**src/pmc_pkg.sv**
```systemverilog
package pmc_pkg;
  localparam int WB_AW = 6;
  localparam int PWR_W = 9;
  localparam int GATE_W = 16;
  localparam int DIV_W = 8;
  localparam int PLL_W = 7;
  localparam int NPER = 4;
  // Register byte offsets
  localparam logic [WB_AW-1:0] OFS_PCTRL = 6'h00;
  localparam logic [WB_AW-1:0] OFS_RUNCFG = 6'h04;
  localparam logic [WB_AW-1:0] OFS_SLPCFG = 6'h08;
  localparam logic [WB_AW-1:0] OFS_GATE = 6'h0C;
  localparam logic [WB_AW-1:0] OFS_SYSDIV = 6'h10;
  localparam logic [WB_AW-1:0] OFS_PLL = 6'h14;
  localparam logic [WB_AW-1:0] OFS_CLKSEL = 6'h18;
  localparam logic [WB_AW-1:0] OFS_PDIV0 = 6'h1C;
  localparam logic [WB_AW-1:0] OFS_STATUS = 6'h2C;
  // Power enable bit positions, 1 = powered
  localparam int B_IRC_OUT = 0;
  localparam int B_IRC = 1;
  localparam int B_FLASH = 2;
  localparam int B_BOD = 3;
  localparam int B_ADC = 4;
  localparam int B_SYSTEM_OSC = 5;
  localparam int B_WATCHDOG_OSC = 6;
  localparam int B_PLL = 7;
  localparam int B_USB = 8;
  // Reset values
  localparam logic [PWR_W-1:0] RUNCFG_RST = 9'h00F;
  localparam logic [PWR_W-1:0] SLPCFG_RST = 9'h000;
  localparam logic [GATE_W-1:0] GATE_RST = 16'h00FF;
  localparam logic [DIV_W-1:0] SYSDIV_RST = 8'h01;
  localparam logic [PLL_W-1:0] PLL_RST = 7'h00;
  localparam logic [DIV_W-1:0] PDIV_RST = 8'h00;
  // Power-mode field values
  localparam logic [1:0] PM_SLEEP = 2'h0;
  localparam logic [1:0] PM_DEEP = 2'h1;
  localparam logic [1:0] PM_PDOWN = 2'h2;
  localparam logic [1:0] PM_DPD = 2'h3;
  // System clock sources
  localparam logic [1:0] CS_IRC = 2'h0;
  localparam logic [1:0] CS_SYSTEM_OSC = 2'h1;
  localparam logic [1:0] CS_WATCHDOG_OSC = 2'h2;
  typedef enum logic [2:0] {
    ST_ACTIVE = 3'h0,
    ST_SLEEP = 3'h1,
    ST_DEEP = 3'h3,
    ST_PDOWN = 3'h2,
    ST_DPD = 3'h6
  } pmc_state_t;
endpackage

```
**src/pmc_power_mode_controller.sv**
```systemverilog
// Operation
// - Active plus Sleep, Deep-sleep, Power-down, Deep power-down, each with power states.
// - Deep-sleep: RC osc on, output off, flash on; rest off; BROWNOUT_DETECTOR, WD osc configurable.
// - Power-down: RC osc, output, flash off; deep power-down all off; Sleep keeps config.
// - Locked watchdog on RC osc forces RC osc and output on in Deep-sleep and Power-down.
// - Locked watchdog source keeps running in Deep-sleep and Power-down, overriding sleep config.
// - Debug is unavailable in every reduced power mode.
// - After reset Active mode with reset values of run config and clock gates.
// - Active: core and memories on system clock, peripherals on system or own clock.
// - Run power config controls each analog block and flash in Active and Sleep only.
// - System clock from RC osc by default, system osc or watchdog osc; PLL and divider.
// - Serial, sync serial, USB, clock output each have a divider; zero stops clock.
// - Sleep stops core clock until interrupt or reset; system clock keeps running.
// - Gated-on peripherals keep running in Sleep and may wake the core.
// - Sleep retains all state and holds pin levels static.
// - Sleep ends on an enabled interrupt reaching the core or any reset.
// - Interrupt wake restores run config and dividers; reset wake gives defaults.
`timescale 1ns/1ps
`default_nettype none
module pmc_power_mode_controller
  import pmc_pkg::*;
(
  input wire logic CORE_CLK_I,
  input wire logic SYS_RST_I,
  input wire logic WB_CYC_I,
  input wire logic WB_STB_I,
  input wire logic WB_WE_I,
  input wire logic [pmc_pkg::WB_AW-1:0] WB_ADR_I,
  input wire logic [3:0] WB_SEL_I,
  input wire logic [31:0] WB_DAT_I,
  output logic [31:0] WB_DAT_O,
  output logic WB_ACK_O,
  input wire logic WFI_REQ_I,
  input wire logic DEEP_SLEEP_SEL_I,
  input wire logic IRQ_WAKE_I,
  input wire logic WDT_LOCK_I,
  input wire logic WDT_SRC_IRC_I,
  output logic CORE_CLK_EN_O,
  output logic DEBUG_EN_O,
  output logic PIN_HOLD_O,
  output logic [2:0] MODE_O,
  output logic [pmc_pkg::PWR_W-1:0] PWR_EN_O,
  output logic [pmc_pkg::GATE_W-1:0] BUS_CLK_EN_O,
  output logic [1:0] SYS_CLK_SEL_O,
  output logic [pmc_pkg::DIV_W-1:0] SYS_CLK_DIV_O,
  output logic [pmc_pkg::PLL_W-1:0] PLL_CTRL_O,
  output logic [pmc_pkg::NPER-1:0] PER_CLK_EN_O,
  output logic [pmc_pkg::NPER*pmc_pkg::DIV_W-1:0] PER_CLK_DIV_O
);
  import pmc_pkg::*;

  // ==========================================================
  // Register bus
  pmc_state_t state;
  pmc_state_t next_state;
  logic [1:0] power_mode_field;
  logic [PWR_W-1:0] run_power_config;
  logic [PWR_W-1:0] sleep_power_config;
  logic [GATE_W-1:0] bus_clock_gate_ctrl;
  logic [DIV_W-1:0] system_clock_divider;
  logic [PLL_W-1:0] pll_control;
  logic [1:0] clk_sel;
  logic [DIV_W-1:0] per_div [NPER];
  logic [31:0] next_rdata;
  logic wr;
  logic run_like;
  // Byte distance between neighbouring peripheral divider registers
  localparam int PDIV_STEP = 4;

  assign wr = WB_CYC_I && WB_STB_I && WB_WE_I && WB_ACK_O;

  always_ff @(posedge CORE_CLK_I)
  begin
    if (SYS_RST_I || WB_ACK_O)
      WB_ACK_O <= 1'b0;
    else
      WB_ACK_O <= WB_CYC_I && WB_STB_I;
  end

  always_comb
  begin
    next_rdata = 32'h0000_0000;
    unique case (WB_ADR_I)
      OFS_PCTRL: next_rdata[1:0] = power_mode_field;
      OFS_RUNCFG: next_rdata[PWR_W-1:0] = run_power_config;
      OFS_SLPCFG: next_rdata[PWR_W-1:0] = sleep_power_config;
      OFS_GATE: next_rdata[GATE_W-1:0] = bus_clock_gate_ctrl;
      OFS_SYSDIV: next_rdata[DIV_W-1:0] = system_clock_divider;
      OFS_PLL: next_rdata[PLL_W-1:0] = pll_control;
      OFS_CLKSEL: next_rdata[1:0] = clk_sel;
      OFS_STATUS: next_rdata[2:0] = state;
      default:
      begin
        for (int i = 0; i < NPER; i++)
          if (WB_ADR_I == OFS_PDIV0 + 6'(PDIV_STEP * i))
            next_rdata[DIV_W-1:0] = per_div[i];
      end
    endcase
  end

  always_ff @(posedge CORE_CLK_I)
  begin
    if (SYS_RST_I)
      WB_DAT_O <= 32'h0000_0000;
    else if (WB_CYC_I && WB_STB_I && !WB_WE_I && !WB_ACK_O)
      WB_DAT_O <= next_rdata;
  end

  // ==========================================================
  // Configuration registers, reset to Active defaults
  always_ff @(posedge CORE_CLK_I)
  begin
    if (SYS_RST_I)
    begin
      power_mode_field <= PM_SLEEP;
      run_power_config <= RUNCFG_RST;
      sleep_power_config <= SLPCFG_RST;
      bus_clock_gate_ctrl <= GATE_RST;
      system_clock_divider <= SYSDIV_RST;
      pll_control <= PLL_RST;
      clk_sel <= CS_IRC;
    end
    else if (wr && WB_SEL_I[0])
    begin
      unique case (WB_ADR_I)
        OFS_PCTRL: power_mode_field <= WB_DAT_I[1:0];
        OFS_RUNCFG: run_power_config <= WB_DAT_I[PWR_W-1:0];
        OFS_SLPCFG: sleep_power_config <= WB_DAT_I[PWR_W-1:0];
        OFS_GATE: bus_clock_gate_ctrl <= WB_DAT_I[GATE_W-1:0];
        OFS_SYSDIV: system_clock_divider <= WB_DAT_I[DIV_W-1:0];
        OFS_PLL: pll_control <= WB_DAT_I[PLL_W-1:0];
        OFS_CLKSEL: clk_sel <= (WB_DAT_I[1:0] == PM_DPD) ? clk_sel : WB_DAT_I[1:0];
        default:
        begin
        end
      endcase
    end
  end

  always_ff @(posedge CORE_CLK_I)
  begin
    for (int i = 0; i < NPER; i++)
    begin
      if (SYS_RST_I)
        per_div[i] <= PDIV_RST;
      else if (wr && WB_SEL_I[0] && WB_ADR_I == OFS_PDIV0 + 6'(PDIV_STEP * i))
        per_div[i] <= WB_DAT_I[DIV_W-1:0];
    end
  end

  // ==========================================================
  // Mode sequencer
  always_comb
  begin
    next_state = state;
    unique case (state)
      ST_ACTIVE:
        if (WFI_REQ_I)
        begin
          if (!DEEP_SLEEP_SEL_I || power_mode_field == PM_SLEEP)
            next_state = ST_SLEEP;
          else if (power_mode_field == PM_DEEP)
            next_state = ST_DEEP;
          else if (power_mode_field == PM_PDOWN)
            next_state = ST_PDOWN;
          else
            next_state = ST_DPD;
        end
      ST_SLEEP, ST_DEEP, ST_PDOWN:
        if (IRQ_WAKE_I)
          next_state = ST_ACTIVE;
      ST_DPD:
        next_state = ST_DPD;
      default:
        next_state = ST_ACTIVE;
    endcase
  end

  always_ff @(posedge CORE_CLK_I)
  begin
    if (SYS_RST_I)
      state <= ST_ACTIVE;
    else
      state <= next_state;
  end

  // ==========================================================
  // Power and clock outputs
  logic wdt_irc_lock;
  logic wdt_osc_lock;
  logic [PWR_W-1:0] next_pwr;

  assign wdt_irc_lock = WDT_LOCK_I && WDT_SRC_IRC_I;
  assign wdt_osc_lock = WDT_LOCK_I && !WDT_SRC_IRC_I;
  assign run_like = (next_state == ST_ACTIVE) || (next_state == ST_SLEEP);

  always_comb
  begin
    next_pwr = '0;
    unique case (next_state)
      ST_ACTIVE, ST_SLEEP:
        next_pwr = run_power_config;
      ST_DEEP:
      begin
        next_pwr[B_IRC] = 1'b1;
        next_pwr[B_IRC_OUT] = wdt_irc_lock;
        next_pwr[B_FLASH] = 1'b1;
        next_pwr[B_BOD] = sleep_power_config[B_BOD];
        next_pwr[B_WATCHDOG_OSC] = sleep_power_config[B_WATCHDOG_OSC] || wdt_osc_lock;
      end
      ST_PDOWN:
      begin
        next_pwr[B_IRC] = wdt_irc_lock;
        next_pwr[B_IRC_OUT] = wdt_irc_lock;
        next_pwr[B_BOD] = sleep_power_config[B_BOD];
        next_pwr[B_WATCHDOG_OSC] = sleep_power_config[B_WATCHDOG_OSC] || wdt_osc_lock;
      end
      default:
        next_pwr = '0;
    endcase
  end

  always_ff @(posedge CORE_CLK_I)
  begin
    if (SYS_RST_I)
    begin
      PWR_EN_O <= RUNCFG_RST;
      BUS_CLK_EN_O <= GATE_RST;
      MODE_O <= ST_ACTIVE;
    end
    else
    begin
      PWR_EN_O <= next_pwr;
      BUS_CLK_EN_O <= run_like ? bus_clock_gate_ctrl : '0;
      MODE_O <= next_state;
    end
  end

  always_ff @(posedge CORE_CLK_I)
  begin
    if (SYS_RST_I)
    begin
      CORE_CLK_EN_O <= 1'b1;
      DEBUG_EN_O <= 1'b1;
      PIN_HOLD_O <= 1'b0;
    end
    else
    begin
      CORE_CLK_EN_O <= next_state == ST_ACTIVE;
      DEBUG_EN_O <= next_state == ST_ACTIVE;
      PIN_HOLD_O <= next_state != ST_ACTIVE;
    end
  end

  always_ff @(posedge CORE_CLK_I)
  begin
    if (SYS_RST_I)
    begin
      SYS_CLK_SEL_O <= CS_IRC;
      SYS_CLK_DIV_O <= SYSDIV_RST;
      PLL_CTRL_O <= PLL_RST;
    end
    else
    begin
      SYS_CLK_SEL_O <= clk_sel;
      SYS_CLK_DIV_O <= run_like ? system_clock_divider : '0;
      PLL_CTRL_O <= pll_control;
    end
  end

  always_ff @(posedge CORE_CLK_I)
  begin
    for (int i = 0; i < NPER; i++)
    begin
      if (SYS_RST_I)
      begin
        PER_CLK_EN_O[i] <= 1'b0;
        PER_CLK_DIV_O[i*DIV_W +: DIV_W] <= PDIV_RST;
      end
      else
      begin
        PER_CLK_EN_O[i] <= run_like && (per_div[i] != PDIV_RST);
        PER_CLK_DIV_O[i*DIV_W +: DIV_W] <= per_div[i];
      end
    end
  end

  // ==========================================================
  // Checks
  a_reset_active: assert property (@(posedge CORE_CLK_I) SYS_RST_I |=> MODE_O == ST_ACTIVE && CORE_CLK_EN_O)
    else $error("not active after reset");
  a_sleep_entry: assert property (@(posedge CORE_CLK_I) disable iff (SYS_RST_I)
    state == ST_ACTIVE && WFI_REQ_I && !DEEP_SLEEP_SEL_I |=> MODE_O == ST_SLEEP && !CORE_CLK_EN_O)
    else $error("sleep not entered");
  a_deep_select: assert property (@(posedge CORE_CLK_I) disable iff (SYS_RST_I)
    state == ST_ACTIVE && WFI_REQ_I && DEEP_SLEEP_SEL_I && power_mode_field == PM_PDOWN
    |=> MODE_O == ST_PDOWN)
    else $error("wrong deep mode");
  a_irq_wake: assert property (@(posedge CORE_CLK_I) disable iff (SYS_RST_I)
    state inside {ST_SLEEP, ST_DEEP, ST_PDOWN} && IRQ_WAKE_I |=> CORE_CLK_EN_O && DEBUG_EN_O)
    else $error("no wake on interrupt");
  a_deep_power: assert property (@(posedge CORE_CLK_I) disable iff (SYS_RST_I)
    MODE_O == ST_DEEP |-> PWR_EN_O[B_IRC] && PWR_EN_O[B_FLASH] && !PWR_EN_O[B_PLL]
    && !PWR_EN_O[B_ADC] && !PWR_EN_O[B_USB] && BUS_CLK_EN_O == '0)
    else $error("deep-sleep power wrong");
  a_pdown_power: assert property (@(posedge CORE_CLK_I) disable iff (SYS_RST_I)
    MODE_O == ST_PDOWN && !WDT_LOCK_I && $stable(WDT_LOCK_I) |-> !PWR_EN_O[B_IRC] && !PWR_EN_O[B_FLASH])
    else $error("power-down power wrong");
  a_irc_lock: assert property (@(posedge CORE_CLK_I) disable iff (SYS_RST_I)
    next_state == ST_DEEP && wdt_irc_lock |=> PWR_EN_O[B_IRC] && PWR_EN_O[B_IRC_OUT])
    else $error("locked rc osc not forced");
  a_watchdog_osc_lock: assert property (@(posedge CORE_CLK_I) disable iff (SYS_RST_I)
    next_state == ST_PDOWN && wdt_osc_lock |=> PWR_EN_O[B_WATCHDOG_OSC])
    else $error("locked wd osc not kept");
  a_debug_off: assert property (@(posedge CORE_CLK_I) disable iff (SYS_RST_I)
    MODE_O != ST_ACTIVE |-> !DEBUG_EN_O && PIN_HOLD_O)
    else $error("debug on in low power");
  a_sleep_cfg: assert property (@(posedge CORE_CLK_I) disable iff (SYS_RST_I)
    MODE_O == ST_SLEEP && $past(next_state) == ST_SLEEP |-> PWR_EN_O == $past(run_power_config))
    else $error("sleep config not kept");
endmodule
`default_nettype wire

```
**config.mk**
```make
export PLATFORM = sky130hd
export DESIGN_NAME = pmc_power_mode_controller
export DESIGN_NICKNAME = d
export VERILOG_FILES = /design/src/pmc_pkg.sv /design/src/pmc_power_mode_controller.sv
export SDC_FILE = /design/constraint.sdc
export NUM_CORES = 1
export LEC_CHECK = 0
export BUFFER_PORTS_ARGS = -buffer_cell sky130_fd_sc_hd__clkbuf_2
export CORE_MARGIN = 2
export CORE_UTILIZATION = 39
export CTS_CLUSTER_SIZE = 14
export DETAILED_ROUTE_END_ITERATION = 6
export HOLD_SLACK_MARGIN = 0.15
export PLACE_DENSITY_LB_ADDON = 0.15
export RECOVER_POWER = 50
export SLEW_MARGIN = 20
export SYNTH_ARGS = -nofsm -noshare
export SYNTH_HDL_FRONTEND = slang
export SYNTH_SLANG_ARGS = --single-unit
```
**constraint.sdc**
```tcl
create_clock -name CORE_CLK_I -period 2.3 [get_ports CORE_CLK_I]
set_clock_uncertainty 0.15 [all_clocks]
set_input_delay 0.46 -clock CORE_CLK_I [delete_from_list [all_inputs] [get_ports CORE_CLK_I]]
set_output_delay 0.46 -clock CORE_CLK_I [all_outputs]
set_load 0.03 [all_outputs]
```
==> impl_metrics.toml <==
[grt]
gr-usage-met3 = 0.04095
use_met1 = 0.2948
grt_first_pass_wirelength_mm = 30.37
gr-usage-met2 = 0.3101
track_usage = 0.2024
grt-busiest-layer = "met2"
antenna_found_initial = 0
grt_max_degree = 89
grt_pass1_vias = 5298
grt.overflow.total = 0

[clock_network]
post_cts_buffers = 0
h-tree-depth = 4
numCtsBuffers = 17
cts-root-buf = "clkbuf_16"
cts.repair.resized = 0
cts.sinks = 185
clk-insertion-delay-late_ps = 430
ctsHoldBuffers = 8
clk_pin_slew_ps = 70
cts_buffer_depth = 2
cts_tree = "built"

[detailed_routing]
drt_iter0_markers = 366
wire_per_inst_um = 17.75
antenna_left = 0
drt_wl_total_mm = 19.30
first_pass_iters = 4
routed-via-count = 5419
avgViaCountPerCell = 4.985
drc = 0

[power]
p_int_mw = 5.037
pwr-share-clk = 0.428
p_leak_nw = 3.531
combPwrFrac = 0.067
swShare = 0.2476
switching_power_mw = 1.657
power-per-cell-area_nw_per_um2 = 771.7
power_mw = 6.694
peakVddDrop_v = 0.0005390
p_seq_frac = 0.504

[synth]
synth-main-ff-cell = "dfxtp_1"
synth_top_area_frac = 0.4293
postSynthAreaPerCell_um2 = 10.35
ys_seq_elements = 185
synthesis.area_um2 = 7134
synth_area_leaders = "dfxtp_1, edfxtp_1, mux2i_1, nor2_1, nor2b_1"
synth_edf_count = 32
synth_seq_area_share = 0.5640
yosysTopAreaCell = "dfxtp_1"
yosys_warnings = 0
synth_cell_type_count = 50
syn_inst = 689
async_flop_share = 0

[floorplan]
dieWidth_um = 139.3
die_y_um = 139.3
die_area_um2 = 19390
rows = 49
io_pins = 169
core_um2 = 17960
start_util = 0.3972

[placed_design]
port_buffers = 133
place_area_um2 = 8158
gp_congestion = 0.8773
dpl.hpwl_mm = 13.92

[sta]
period_needed_ps = 2121
fmax_ghz = 0.4715
rsz0062_at_grt = "false"
finalCritPeriodShare = 0.9221
tightest_slew_ps = 1365
relSlewSlack = 0.08990
final_hold_viol_count = 0
setup_violations = 0
slew_viol_final = 0
fin_tns_setup_ps = 0

[setup_path]
worstPathCellList = "and3_1 > nand3_1 > o21bai_1 > clkbuf_1"
arrival_ps = 2040
critPathBufInv = 1
cp-start-kind = "flop"
critical_path.endpoint_type = "flop"
cpLargestDelayFamily = "simple AND/OR/NAND/NOR gates"
worst-path-max-fanout = 8
crit_type = "flop to flop"
crit_required_ps = 2220
critPathSlowestCell = "dfxtp_1"
slowest_delay_ps = 380

[flow_run]
maxCapViolCount = 0

[cells_and_area]
drive_gt1_frac = 0.1399
final_area_um2 = 8675
final_net_count = 899
fin_util = 0.4829
antennaDiodeCount = 0
synthToLayoutAreaGrowth_pct = 21.59

[status]
status = "completed"

[worst_hold_path]
hold_class = "primary input to flop"
## final cells by class
type | count | area (µm²)
clock buffer | 20 | 489.2
clock inverter | 12 | 100.1
fill | 1737 | 9289
inverter | 16 | 60.06
multi-input combinational | 447 | 2811
sequential | 185 | 4024
tap | 229 | 286.5
timing repair buffer | 178 | 903.4
## cells by family after synthesis
group	synth area share
mux	0.06577
other cells	0.0005256
buf+inv	0.04910
fa+ha+maj	0.003507
compound gates	0.1049
simple gates	0.2122
flops	0.5640
## power by group through the flow
stage                     registers (mW)  clock network, mW  logic [mW]
final                               3.38               2.87       0.450
after global placement              3.45                  0       0.450
after floorplan                     3.50                  0       0.234
after global routing                3.38               3.09       0.485
after CTS                           3.38               2.93       0.466
after detailed placement            3.45                  0       0.454
## state kept, by name, indices dropped and copies added, names as in the netlist, 3 cells and up
register / count
bus_clock_gate_ctrl: 16
BUS_CLK_EN_O: 16
WB_DAT_O: 16
run_power_config: 9
PER_CLK_EN_O: 4
PER_CLK_DIV_O: 32
PWR_EN_O: 9
MODE_O: 3
per_div: 32
PLL_CTRL_O: 7
pll_control: 7
sleep_power_config: 9
SYS_CLK_DIV_O: 8
system_clock_divider: 8
## worst reg2reg max path: stages (launching register included)
cell and delay, ps:
dfxtp_1 380, and3_1 200, nand3_1 380, o21bai_1 260, clkbuf_1 380
## final timing paths
| kind | start | depth (start not counted) | endpoint | slack, ps |
|---|---|---|---|---|
| max | WB_ACK_O | 4 | per_div[3][5] | 180 |
| min | WB_STB_I | 3 | WB_ACK_O | 170 |
| max reg2reg | WB_ACK_O | 4 | per_div[3][5] | 180 |
| min reg2reg | bus_clock_gate_ctrl[9] | 2 | bus_clock_gate_ctrl[9] | 320 |
## cell usage in the layout (no fill, tap or decap), drive strengths merged, types with 9 or more instances in the layout
| cell type | n |
|---|---|
| a21o | 11 |
| nor2 | 74 |
| mux2i | 39 |
| nor2b | 42 |
| a21oi | 26 |
| inv | 22 |
| clkbuf | 156 |
| buf | 34 |
| nand2 | 43 |
| conb | 16 |
| nor3 | 19 |
| edfxtp | 32 |
| or3 | 9 |
| dfxtp | 153 |
| a22oi | 15 |
| and2 | 40 |
| nor4 | 20 |
| o21ai | 15 |
## cell usage after synthesis, drive strengths merged (6+ instances only)
| library cell | n |
|---|---|
| dfxtp | 153 |
| nor2 | 74 |
| nand2 | 43 |
| nor2b | 42 |
| and2 | 40 |
| mux2i | 39 |
| buf | 34 |
| edfxtp | 32 |
| a21oi | 26 |
| clkbuf | 22 |
| nor4 | 20 |
| nor3 | 19 |
| inv | 16 |
| a22oi | 15 |
| o21ai | 15 |
| a21o | 11 |
| or3 | 9 |
| a211o | 8 |
| nand3 | 8 |
| nand3b | 8 |
| mux2 | 7 |
| a31oi | 6 |
| nand2b | 6 |
## per-stage QoR
stage | worst slack, ps | std cells | hold WS [ps]
detailed placement | 69.41 | 1047 | 312.7
global route | 109.8 | 1087 | 172.9
finish | 179.1 | 1087 | 171.8
CTS | 314.1 | 1087 | 173.9
floorplan | 123.0 | 704 | 291.3
global placement | 99.04 | 1047 | 300.5
## layer usage
metal	part of all wire	routed length [µm]
met1	0.48	9193
met2	0.45	8751
met3	0.064	1242
met4	0.0056	108
met5	0	0
Power figures use the tool's default switching activity.
